$ cat src/tcc_regs.svh
// Named constants for the timer/counter capture-compare core
`ifndef TCC_REGS_SVH
`define TCC_REGS_SVH
`define TCC_W          16
`define TCC_NCH        4
`define TCC_MSB        15
`define TCC_ZERO       16'h0000
`define TCC_ONE        16'h0001
`define TCC_PER_RST    16'hffff
`define TCC_POL_LIMIT  16'h8000
`define TCC_CLK_OFF    4'h0
`define TCC_PRE_ONE    10'h001
`define TCC_PRE_ZERO   10'h000
`define TCC_MASK_DIV1  10'h000
`define TCC_MASK_DIV2  10'h001
`define TCC_MASK_DIV4  10'h003
`define TCC_MASK_DIV8  10'h007
`define TCC_MASK_DIV64 10'h03f
`define TCC_MASK_DIV256 10'h0ff
`define TCC_MASK_DIV1K 10'h3ff
`endif

$ cat src/tcc_pkg.sv
// Types shared by the timer/counter capture-compare core
package tcc_pkg;
   typedef enum logic [2:0] {EVACT_OFF, EVACT_CAPT, EVACT_UPDOWN, EVACT_QDEC,
                             EVACT_FRQ, EVACT_PW} tcc_evact_t;
   typedef enum logic [1:0] {WGM_NORMAL, WGM_FRQ, WGM_SINGLE, WGM_DUAL} tcc_wgm_t;
   typedef struct packed {
      logic [3:0] clk_sel;
      logic [2:0] ev_sel;
      tcc_evact_t ev_act;
      tcc_wgm_t   wg_mode;
      logic [3:0] cc_en;
      logic       dir_down;
   } tcc_cfg_t;
   typedef struct packed {
      logic        cnt_wr;
      logic        per_wr;
      logic        perbuf_wr;
      logic [3:0]  cc_wr;
      logic [3:0]  ccbuf_wr;
      logic [15:0] data;
   } tcc_wr_t;
endpackage

$ cat src/tcc_chan.sv
// One compare/capture channel with its buffer and flags
`timescale 1ns/1ps
`default_nettype none
`include "tcc_regs.svh"
module tcc_chan (
   // Clock and reset
   input  wire logic               core_clk,
   input  wire logic               sys_rst,
   // Counter side
   input  wire logic               tick,
   input  wire logic               update,
   input  wire logic [15:0]        cnt,
   input  wire logic               cmp_mode,
   input  wire tcc_pkg::tcc_wgm_t  wgm,
   // Capture trigger
   input  wire logic               cap_trig,
   input  wire logic [15:0]        cap_val,
   // Software access
   input  wire logic               wr_val,
   input  wire logic               wr_buf,
   input  wire logic [15:0]        wr_data,
   input  wire logic               rd,
   input  wire logic               flag_clr,
   // Channel state
   output logic [15:0]             val,
   output logic [15:0]             buf_val,
   output logic                    bv,
   output logic                    flag,
   output logic                    match_evt,
   output logic                    err_evt,
   output logic                    wg
);
   logic        hit;
   logic        overrun;

   assign hit       = cmp_mode && tick && (cnt == val);
   assign overrun   = !cmp_mode && cap_trig && flag && bv;
   assign match_evt = hit;
   assign err_evt   = overrun;

   // compare value follows buffer on update
   always_ff @(posedge core_clk) begin
      if (sys_rst) begin
         val     <= `TCC_ZERO;
         buf_val <= `TCC_ZERO;
         bv      <= 1'b0;
      end else if (cmp_mode) begin
         if (wr_val)
            val <= wr_data;
         else if (update && bv)
            val <= buf_val;
         // buffer write marks it valid
         if (wr_buf) begin
            buf_val <= wr_data;
            bv      <= 1'b1;
         end else if (update) begin
            bv <= 1'b0;
         end
      // two-entry FIFO, R19 overrun drops value
      end else if (cap_trig && !overrun) begin
         if (!flag || (rd && !bv)) begin
            val <= cap_val;
         end else if (rd) begin
            val     <= buf_val;
            buf_val <= cap_val;
         end else begin
            buf_val <= cap_val;
            bv      <= 1'b1;
         end
      end else if (rd && bv) begin
         val <= buf_val;
         bv  <= 1'b0;
      end else if (wr_val) begin
         val <= wr_data;
      end else if (wr_buf) begin
         buf_val <= wr_data;
         bv      <= 1'b1;
      end
   end

   // flag set wins over clear or read
   always_ff @(posedge core_clk) begin
      if (sys_rst)
         flag <= 1'b0;
      else if (hit || (!cmp_mode && cap_trig))
         flag <= 1'b1;
      else if (flag_clr || (!cmp_mode && rd && !bv))
         flag <= 1'b0;
   end

   // Frequency mode toggles on match; other modes give a compare level
   always_ff @(posedge core_clk) begin
      if (sys_rst)
         wg <= 1'b0;
      else if (wgm == tcc_pkg::WGM_FRQ)
         wg <= wg ^ hit;
      else
         wg <= (cnt < val);
   end
endmodule
`default_nettype wire

$ cat src/tcc_core.sv
// Sixteen-bit timer/counter core with four capture/compare channels
`timescale 1ns/1ps
`default_nettype none
`include "tcc_regs.svh"
// Overview of operation
// Counting up, counter goes to zero on the tick after reaching top.
// Counting down, counter reloads from period_value on reaching zero.
// Software counter write wins over count, clear, reload; direction changes anytime.
// Event n enables counting, event n+1 picks direction, 1 up, 0 down.
// Quadrature decoded steps from the event system drive the counter.
// For 32 bits, overflow event of low counter clocks the high counter.
// Unbuffered period write takes effect at once.
// Unbuffered period below count while up-counting: counter runs on to wrap.
// Buffered period written anytime, loaded into period_value only on update.
// Software keeps normal operation when counter is capture time base.
// Channel A uses selected event channel, later channels the next ones.
// Capture copies count_value into every enabled channel.
// Period below 0x8000 and pin edge: msb holds polarity, 1 rising.
// Input capture sets channel_flag and buffer_valid_flag as data is held.
// Frequency capture: rising event captures and restarts the counter.
// Software enables only one channel in frequency capture.
// Pulse width capture: rising restarts, falling captures; pin senses both edges.
// Software delays high counter capture one clock in 32-bit capture.
// Capture with both flags set is dropped and raises the error flag.
// Count equal to channel_value sets channel flag next tick, with event.
// Buffered compare values load only at update, top or zero.
// Channel drives pin only with waveform mode, no event action, enabled.
// Top is period_value or channel_a_value as chosen by waveform mode.
// Update fires at zero or top depending on waveform mode.
// Compare buffer write sets buffer_valid_flag; update clears it.
// Empty or read channel takes pending capture buffer, like two-entry FIFO.
module tcc_core (
   // Clock and reset
   input  wire logic                core_clk,
   input  wire logic                sys_rst,
   // Configuration
   input  wire tcc_pkg::tcc_cfg_t   cfg,
   // Software writes, reads and flag clears
   input  wire tcc_pkg::tcc_wr_t    wr,
   input  wire logic [3:0]          cc_rd,
   input  wire logic [3:0]          cc_flag_clr,
   input  wire logic                err_clr,
   input  wire logic                ovf_clr,
   // Event system
   input  wire logic [7:0]          ev_in,
   input  wire logic [7:0]          ev_pin,
   input  wire logic [7:0]          ev_rise,
   input  wire logic                qdec_step,
   input  wire logic                qdec_up,
   // Counter state
   output logic [15:0]              count_value,
   output logic [15:0]              period_value,
   output logic [15:0]              period_buf,
   output logic                     period_bv,
   output logic                     dir_is_down,
   output logic                     ovf_flag,
   output logic                     ovf_evt,
   output logic                     err_flag,
   // Channel state
   output logic [3:0][15:0]         channel_value,
   output logic [3:0][15:0]         channel_buf,
   output logic [3:0]               buffer_valid_flag,
   output logic [3:0]               channel_flag,
   output logic [3:0]               cc_evt,
   // Waveform pins
   output logic [3:0]               wg_out,
   output logic [3:0]               wg_oe
);
   logic [9:0]  pre_reg;
   logic [9:0]  pre_mask;
   logic        pre_tick;
   logic        base_tick;
   logic        tick;
   logic        down;
   logic        dual_dn_reg;
   logic        ev_ctl;
   logic        cap_mode;
   logic        restart;
   logic        update;
   logic [15:0] top_val;
   logic [15:0] cnt_next;
   logic [2:0]  dir_ev;
   logic [3:0]  cap_trig;
   logic [3:0]  rise_hit;
   logic [3:0]  err_evt;
   logic [15:0] cap_val [4];

   // Shared prescaler: one-cycle enable pulses for each division
   always_ff @(posedge core_clk) begin
      if (sys_rst)
         pre_reg <= `TCC_PRE_ZERO;
      else
         pre_reg <= pre_reg + `TCC_PRE_ONE;
   end

   always_comb begin
      unique case (cfg.clk_sel[2:0])
         3'h1:    pre_mask = `TCC_MASK_DIV1;
         3'h2:    pre_mask = `TCC_MASK_DIV2;
         3'h3:    pre_mask = `TCC_MASK_DIV4;
         3'h4:    pre_mask = `TCC_MASK_DIV8;
         3'h5:    pre_mask = `TCC_MASK_DIV64;
         3'h6:    pre_mask = `TCC_MASK_DIV256;
         default: pre_mask = `TCC_MASK_DIV1K;
      endcase
   end

   assign pre_tick  = (pre_reg & pre_mask) == pre_mask;
   assign base_tick = (cfg.clk_sel == `TCC_CLK_OFF) ? 1'b0 :
                      cfg.clk_sel[3] ? ev_in[cfg.clk_sel[2:0]] : pre_tick;
   assign dir_ev    = cfg.ev_sel + 3'h1;

   // event-controlled counting and direction
   always_comb begin
      tick = base_tick;
      down = cfg.wg_mode == tcc_pkg::WGM_DUAL ? dual_dn_reg : cfg.dir_down;
      if (cfg.ev_act == tcc_pkg::EVACT_UPDOWN) begin
         tick = base_tick && ev_in[cfg.ev_sel];
         down = !ev_in[dir_ev];
      end else if (cfg.ev_act == tcc_pkg::EVACT_QDEC) begin
         tick = qdec_step && (cfg.clk_sel != `TCC_CLK_OFF);
         down = !qdec_up;
      end
   end

   assign ev_ctl   = cfg.ev_act != tcc_pkg::EVACT_OFF;
   assign cap_mode = cfg.ev_act == tcc_pkg::EVACT_CAPT || cfg.ev_act == tcc_pkg::EVACT_FRQ ||
                     cfg.ev_act == tcc_pkg::EVACT_PW;

   // top from channel A in frequency mode
   assign top_val = cfg.wg_mode == tcc_pkg::WGM_FRQ ? channel_value[0] : period_value;

   // update at top or zero by mode
   always_comb begin
      update = 1'b0;
      if (tick) begin
         if (cfg.wg_mode == tcc_pkg::WGM_DUAL)
            update = dual_dn_reg && count_value == `TCC_ZERO;
         else if (down)
            update = count_value == `TCC_ZERO;
         else
            update = count_value == top_val;
      end
   end

   // channel i follows event channel ev_sel+i
   genvar i;
   generate
      for (i = 0; i < `TCC_NCH; i++) begin : g_src
         logic [2:0] src;
         logic       ev;
         assign src = cfg.ev_sel + 3'(i);
         // only enabled channels take the time stamp
         assign ev  = ev_in[src] && cfg.cc_en[i];
         assign rise_hit[i] = ev && ev_rise[src];
         // capture on rise for frequency, fall for pulse width
         assign cap_trig[i] = cfg.ev_act == tcc_pkg::EVACT_CAPT ? ev :
                              cfg.ev_act == tcc_pkg::EVACT_FRQ ? rise_hit[i] :
                              cfg.ev_act == tcc_pkg::EVACT_PW ? ev && !ev_rise[src] : 1'b0;
         // edge polarity in msb for short periods
         assign cap_val[i] = (period_value < `TCC_POL_LIMIT && ev_pin[src]) ?
                             {ev_rise[src], count_value[`TCC_MSB-1:0]} : count_value;
         tcc_chan u_chan (
            .core_clk  (core_clk),
            .sys_rst   (sys_rst),
            .tick      (tick),
            .update    (update),
            .cnt       (count_value),
            .cmp_mode  (!cap_mode),
            .wgm       (cfg.wg_mode),
            .cap_trig  (cap_trig[i]),
            .cap_val   (cap_val[i]),
            .wr_val    (wr.cc_wr[i]),
            .wr_buf    (wr.ccbuf_wr[i]),
            .wr_data   (wr.data),
            .rd        (cc_rd[i]),
            .flag_clr  (cc_flag_clr[i]),
            .val       (channel_value[i]),
            .buf_val   (channel_buf[i]),
            .bv        (buffer_valid_flag[i]),
            .flag      (channel_flag[i]),
            .match_evt (cc_evt[i]),
            .err_evt   (err_evt[i]),
            .wg        (wg_out[i])
         );
         // pin override only in waveform mode without event action
         assign wg_oe[i] = cfg.wg_mode != tcc_pkg::WGM_NORMAL && !ev_ctl && cfg.cc_en[i];
      end
   endgenerate

   // rising event restarts shared counter
   assign restart = (cfg.ev_act == tcc_pkg::EVACT_FRQ || cfg.ev_act == tcc_pkg::EVACT_PW) &&
                    |rise_hit;

   always_comb begin
      cnt_next = count_value;
      if (tick) begin
         if (cfg.wg_mode == tcc_pkg::WGM_DUAL && !dual_dn_reg && count_value == top_val)
            cnt_next = count_value - `TCC_ONE;
         else if (!down)
            // exact match only, so a low new top wraps via max
            cnt_next = count_value == top_val ? `TCC_ZERO : count_value + `TCC_ONE;
         else
            // reload at bottom
            cnt_next = count_value == `TCC_ZERO ? period_value : count_value - `TCC_ONE;
      end
      if (restart)
         cnt_next = `TCC_ZERO;
      // software write has top priority
      if (wr.cnt_wr)
         cnt_next = wr.data;
   end

   always_ff @(posedge core_clk) begin
      if (sys_rst)
         count_value <= `TCC_ZERO;
      else
         count_value <= cnt_next;
   end

   // Dual slope flag turns down at top and up at bottom, where the count reloads period_value
   always_ff @(posedge core_clk) begin
      if (sys_rst || cfg.wg_mode != tcc_pkg::WGM_DUAL || restart)
         dual_dn_reg <= 1'b0;
      else if (tick && !dual_dn_reg && count_value == top_val)
         dual_dn_reg <= 1'b1;
      else if (tick && dual_dn_reg && count_value == `TCC_ZERO)
         dual_dn_reg <= 1'b0;
   end

   assign dir_is_down = down;

   // direct write is immediate, buffer loads on update
   always_ff @(posedge core_clk) begin
      if (sys_rst) begin
         period_value <= `TCC_PER_RST;
         period_buf   <= `TCC_PER_RST;
         period_bv    <= 1'b0;
      end else begin
         if (wr.per_wr)
            period_value <= wr.data;
         else if (update && period_bv)
            period_value <= period_buf;
         if (wr.perbuf_wr) begin
            period_buf <= wr.data;
            period_bv  <= 1'b1;
         end else if (update) begin
            period_bv <= 1'b0;
         end
      end
   end

   // overflow event usable as clock of a cascaded counter
   assign ovf_evt = update;

   // error flag, set wins over clear
   always_ff @(posedge core_clk) begin
      if (sys_rst) begin
         err_flag <= 1'b0;
         ovf_flag <= 1'b0;
      end else begin
         err_flag <= |err_evt || (err_flag && !err_clr);
         ovf_flag <= update || (ovf_flag && !ovf_clr);
      end
   end
endmodule
`default_nettype wire

$ cat config.mk
export PLATFORM = sky130hd
export DESIGN_NAME = tcc_core
export DESIGN_NICKNAME = d
export VERILOG_FILES = /design/src/tcc_pkg.sv /design/src/tcc_chan.sv /design/src/tcc_core.sv
export VERILOG_INCLUDE_DIRS = /design/src /design/src/src
export SDC_FILE = /design/constraint.sdc
export NUM_CORES = 1
export LEC_CHECK = 0
export ABC_AREA = 1
export BUFFER_PORTS_ARGS = -buffer_cell sky130_fd_sc_hd__buf_2
export CORE_AREA = 2 2 228 230
export DETAILED_ROUTE_END_ITERATION = 7
export DIE_AREA = 0 0 230 232
export PLACE_DENSITY = 0.64
export SLEW_MARGIN = 10
export SYNTH_ARGS = -nofsm -noshare
export SYNTH_HDL_FRONTEND = slang
export SYNTH_HIERARCHICAL = 1
export SYNTH_SLANG_ARGS = --single-unit
$ cat constraint.sdc
create_clock -name core_clk -period 6.1 [get_ports core_clk]
set_input_delay 0.61 -clock core_clk [delete_from_list [all_inputs] [get_ports core_clk]]
set_output_delay 0.61 -clock core_clk [all_outputs]
set_load 0.1 [all_outputs]
==> results.toml <==
[sta]
rsz0062_at_grt = "false"
finClkSkew_ns = 0.0181
fin_crit_sh_pct = 74.7
holdWs_ns = 0.320
setup_violations = 0
slew_viol_final = 0
setup_tns_ns = 0
hold_viol_final = 0
period_minus_slack_ns = 4.55
slew_headroom_pct = 19.3
worstMarginPinSlew_ns = 1.21
fmax_mhz = 220

[clocking]
cts_hold_buf = 0
clk_pin_slew_ns = 0.06
clock_path_buffers = 3
cts_sinks = 202
htreeDepth = 1
cts_setup_buffers = 0
cts_buffers = 27
cts_tree = "built"
postCtsResizedCells = 0
insertion_delay_ns = 0.56
root_buffer = "clkbuf_16"

[logic_synthesis]
synthFlopType = "dfxtp_1"
synth_commonest_cells = "nand2_1 (869), nor2_1 (453), inv_1 (314), o21ai_0 (269), nand3_1 (263)"
synth-seq-cells = 202
synth_async_sr_flop_share_pct = 0
ys_types = 42
yosysWarnings = 6
synth.avg_cell_area_um2 = 5.67
synth_area_um2 = 17700
synthTopCellsByArea = "dfxtp_1 (23%), nand2_1 (18%), nor2_1 (9.6%)"
synth_cells = 3118
yosys.area.top_type = "dfxtp_1"
syn-num-nets = 3270
synth_edf_count = 0
yosysMostFrequentCell = "nand2_1"
yosysTopAreaCellShare_pct = 22.9
ys_seq_area_share_pct = 22.9

[detailed_routing]
drt_iter0_drc = 2113
routed-wl-met2_mm = 33.1
routedWlPerCell_um = 18.3
ant_nets = 0
met3_length_mm = 5.84
viasPerCell = 5.16
vias = 20500
drc = 0
routed.top_layer = "met5"
first_pass_iters = 6
wl_mm = 72.6
wl_met1_mm = 31.1

[pwr]
power_leakage_uw = 0.00996
power.density_nw_per_um2 = 289
ir_drop_v = 0.000222

[critical_path]
reg2reg_from = "count_value[3]"
worstPathRequired_ns = 5.49
cp-end-kind = "primary output"
crit_arrival_ns = 3.94
cp_max_fo = 31
startpoint_type = "input pin"
worst-setup-path-type = "in -> out"
crit_end = "ovf_evt"
worstRegToRegCells = 20
r2r_setup_slack_ns = 2.19
r2r_end = "g_src[1].u_chan/val[7]"
crit_start = "cfg[10]"

[floorplanning]
die-area_um2 = 53400
core.rowCount = 83
initial_core_util_pct = 34.7
dieWidth_um = 230
io_pins = 283
core_area_um2 = 50900
die-height_um = 232

[global_routing]
antenna_found_initial = 5
grt_max_degree = 49
grt-ovfl-total = 0
grt_pass1_wl_mm = 108
grt_usage_pct = 26.2
grt_pass1_vias = 17700

[worst_hold_path]
hp-class = "in -> reg"

[status]
outcome = "complete, no violations"

[finish]
final_nets = 3429
stdcell_count = 3979
layout-drive-gt1-share_pct = 13.1
area_delta_synth_final_pct = 13.6
reg_top3 = "g_src.u_chan/buf_val x64, g_src.u_chan/val x64"
fin_area_um2 = 20100

[place]
dp_cells = 3928
globalplace.congestion = 0.933
io_buffers = 282
placed_area_um2 = 19200
post-dp-hpwl_mm = 50.6

[run]
maxCapViolCount = 0
[metrics by stage]
step	power [µW]	setup WS [ns]	util [%]
6_report	5800	1.55	39.5
5_1_grt	6100	1.20	39.5
4_1_cts	5810	1.60	39.4
3_5_place_dp	4190	1.40	37.7
3_3_place_gp	4180	1.49	37.7
2_1_floorplan	3590	2.18	-
[kinds of logic (layout without fill, tap and decap cells)]
group	after synthesis	in the layout	synth area share, %
AND/OR/NAND/NOR	1667	1667	38.8
AO/OA/AOI/OAI	625	625	19.1
buffers and inverters	524	702	12.8
flip-flops	202	202	22.9
adder cells (fa/ha/maj)	70	70	4.95
XOR/XNOR	29	29	1.44
multiplexers	1	1	0.0566
other	0	3	0
[cell type report]
| type | instances | area, µm² |
|---|---|---|
| diodes | 3 | 7.51 |
| clock buffers | 36 | 779 |
| clock inverters | 12 | 110 |
| fillers | 5723 | 30800 |
| inverters | 347 | 1300 |
| multi-input cells | 2392 | 11400 |
| flip-flops and latches | 202 | 4040 |
| well taps | 680 | 851 |
| repair buffers | 307 | 1600 |
[layout by cell type, fill, tap and decap left out, drive strengths merged, types with 2 or more instances in the layout]
master / Yosys / final
inv: 344 / 345
or2: 11 / 11
ha: 70 / 70
clkinv: 3 / 9
diode: 0 / 3
clkinvlp: 0 / 4
o211ai: 79 / 79
buf: 97 / 307
xnor2: 3 / 3
nor4: 4 / 4
clkbuf: 80 / 36
xor2: 26 / 26
nand4: 13 / 13
nor2: 458 / 458
o21ai: 318 / 318
o22ai: 6 / 6
nor3: 14 / 14
nand2: 892 / 892
o21a: 4 / 4
a21oi: 207 / 207
a22o: 2 / 2
nand3b: 8 / 8
nand3: 265 / 265
a31oi: 6 / 6
dfxtp: 202 / 202
[where the power goes]
| group | switching [µW] | internal [µW] |
|---|---|---|
| logic | 2040 | 558 |
| registers | 147 | 1450 |
| clock network | 668 | 938 |
[worst min-delay path by stage]
stage                    start          to  slack, ns  cells past startpoint
CTS                    ovf_clr    ovf_flag       0.31                      4
finish                 ovf_clr    ovf_flag       0.32                      4
global placement    pre_reg[0]  pre_reg[0]       0.44                      1
detailed placement  pre_reg[0]  pre_reg[0]       0.45                      1
global route           ovf_clr    ovf_flag       0.35                      4
floorplan           pre_reg[0]  pre_reg[0]       0.42                      1
[critical path, cell delays in order]
cell and delay, ns:
buf_2 0.39, inv_2 0.25, ha_1 0.51, inv_1 0.35
nand3_1 0.14, nand3_1 0.09, nand2_1 0.09, nand2_1 0.06
nand2_1 0.05, buf_4 0.21, inv_2 0.24, nand2_1 0.10
nand2_1 0.08, inv_2 0.04, nand2_2 0.08, nand2_1 0.09
inv_1 0.09, buf_2 0.44
[metal layers]
metal,vias up,global-route usage [%]
met2,863,43.0
met3,125,3.81
li1,10400,-
met1,9185,35.3
met5,-,0
met4,2,8.57
Note: power is estimated with default switching activity, not from simulation.
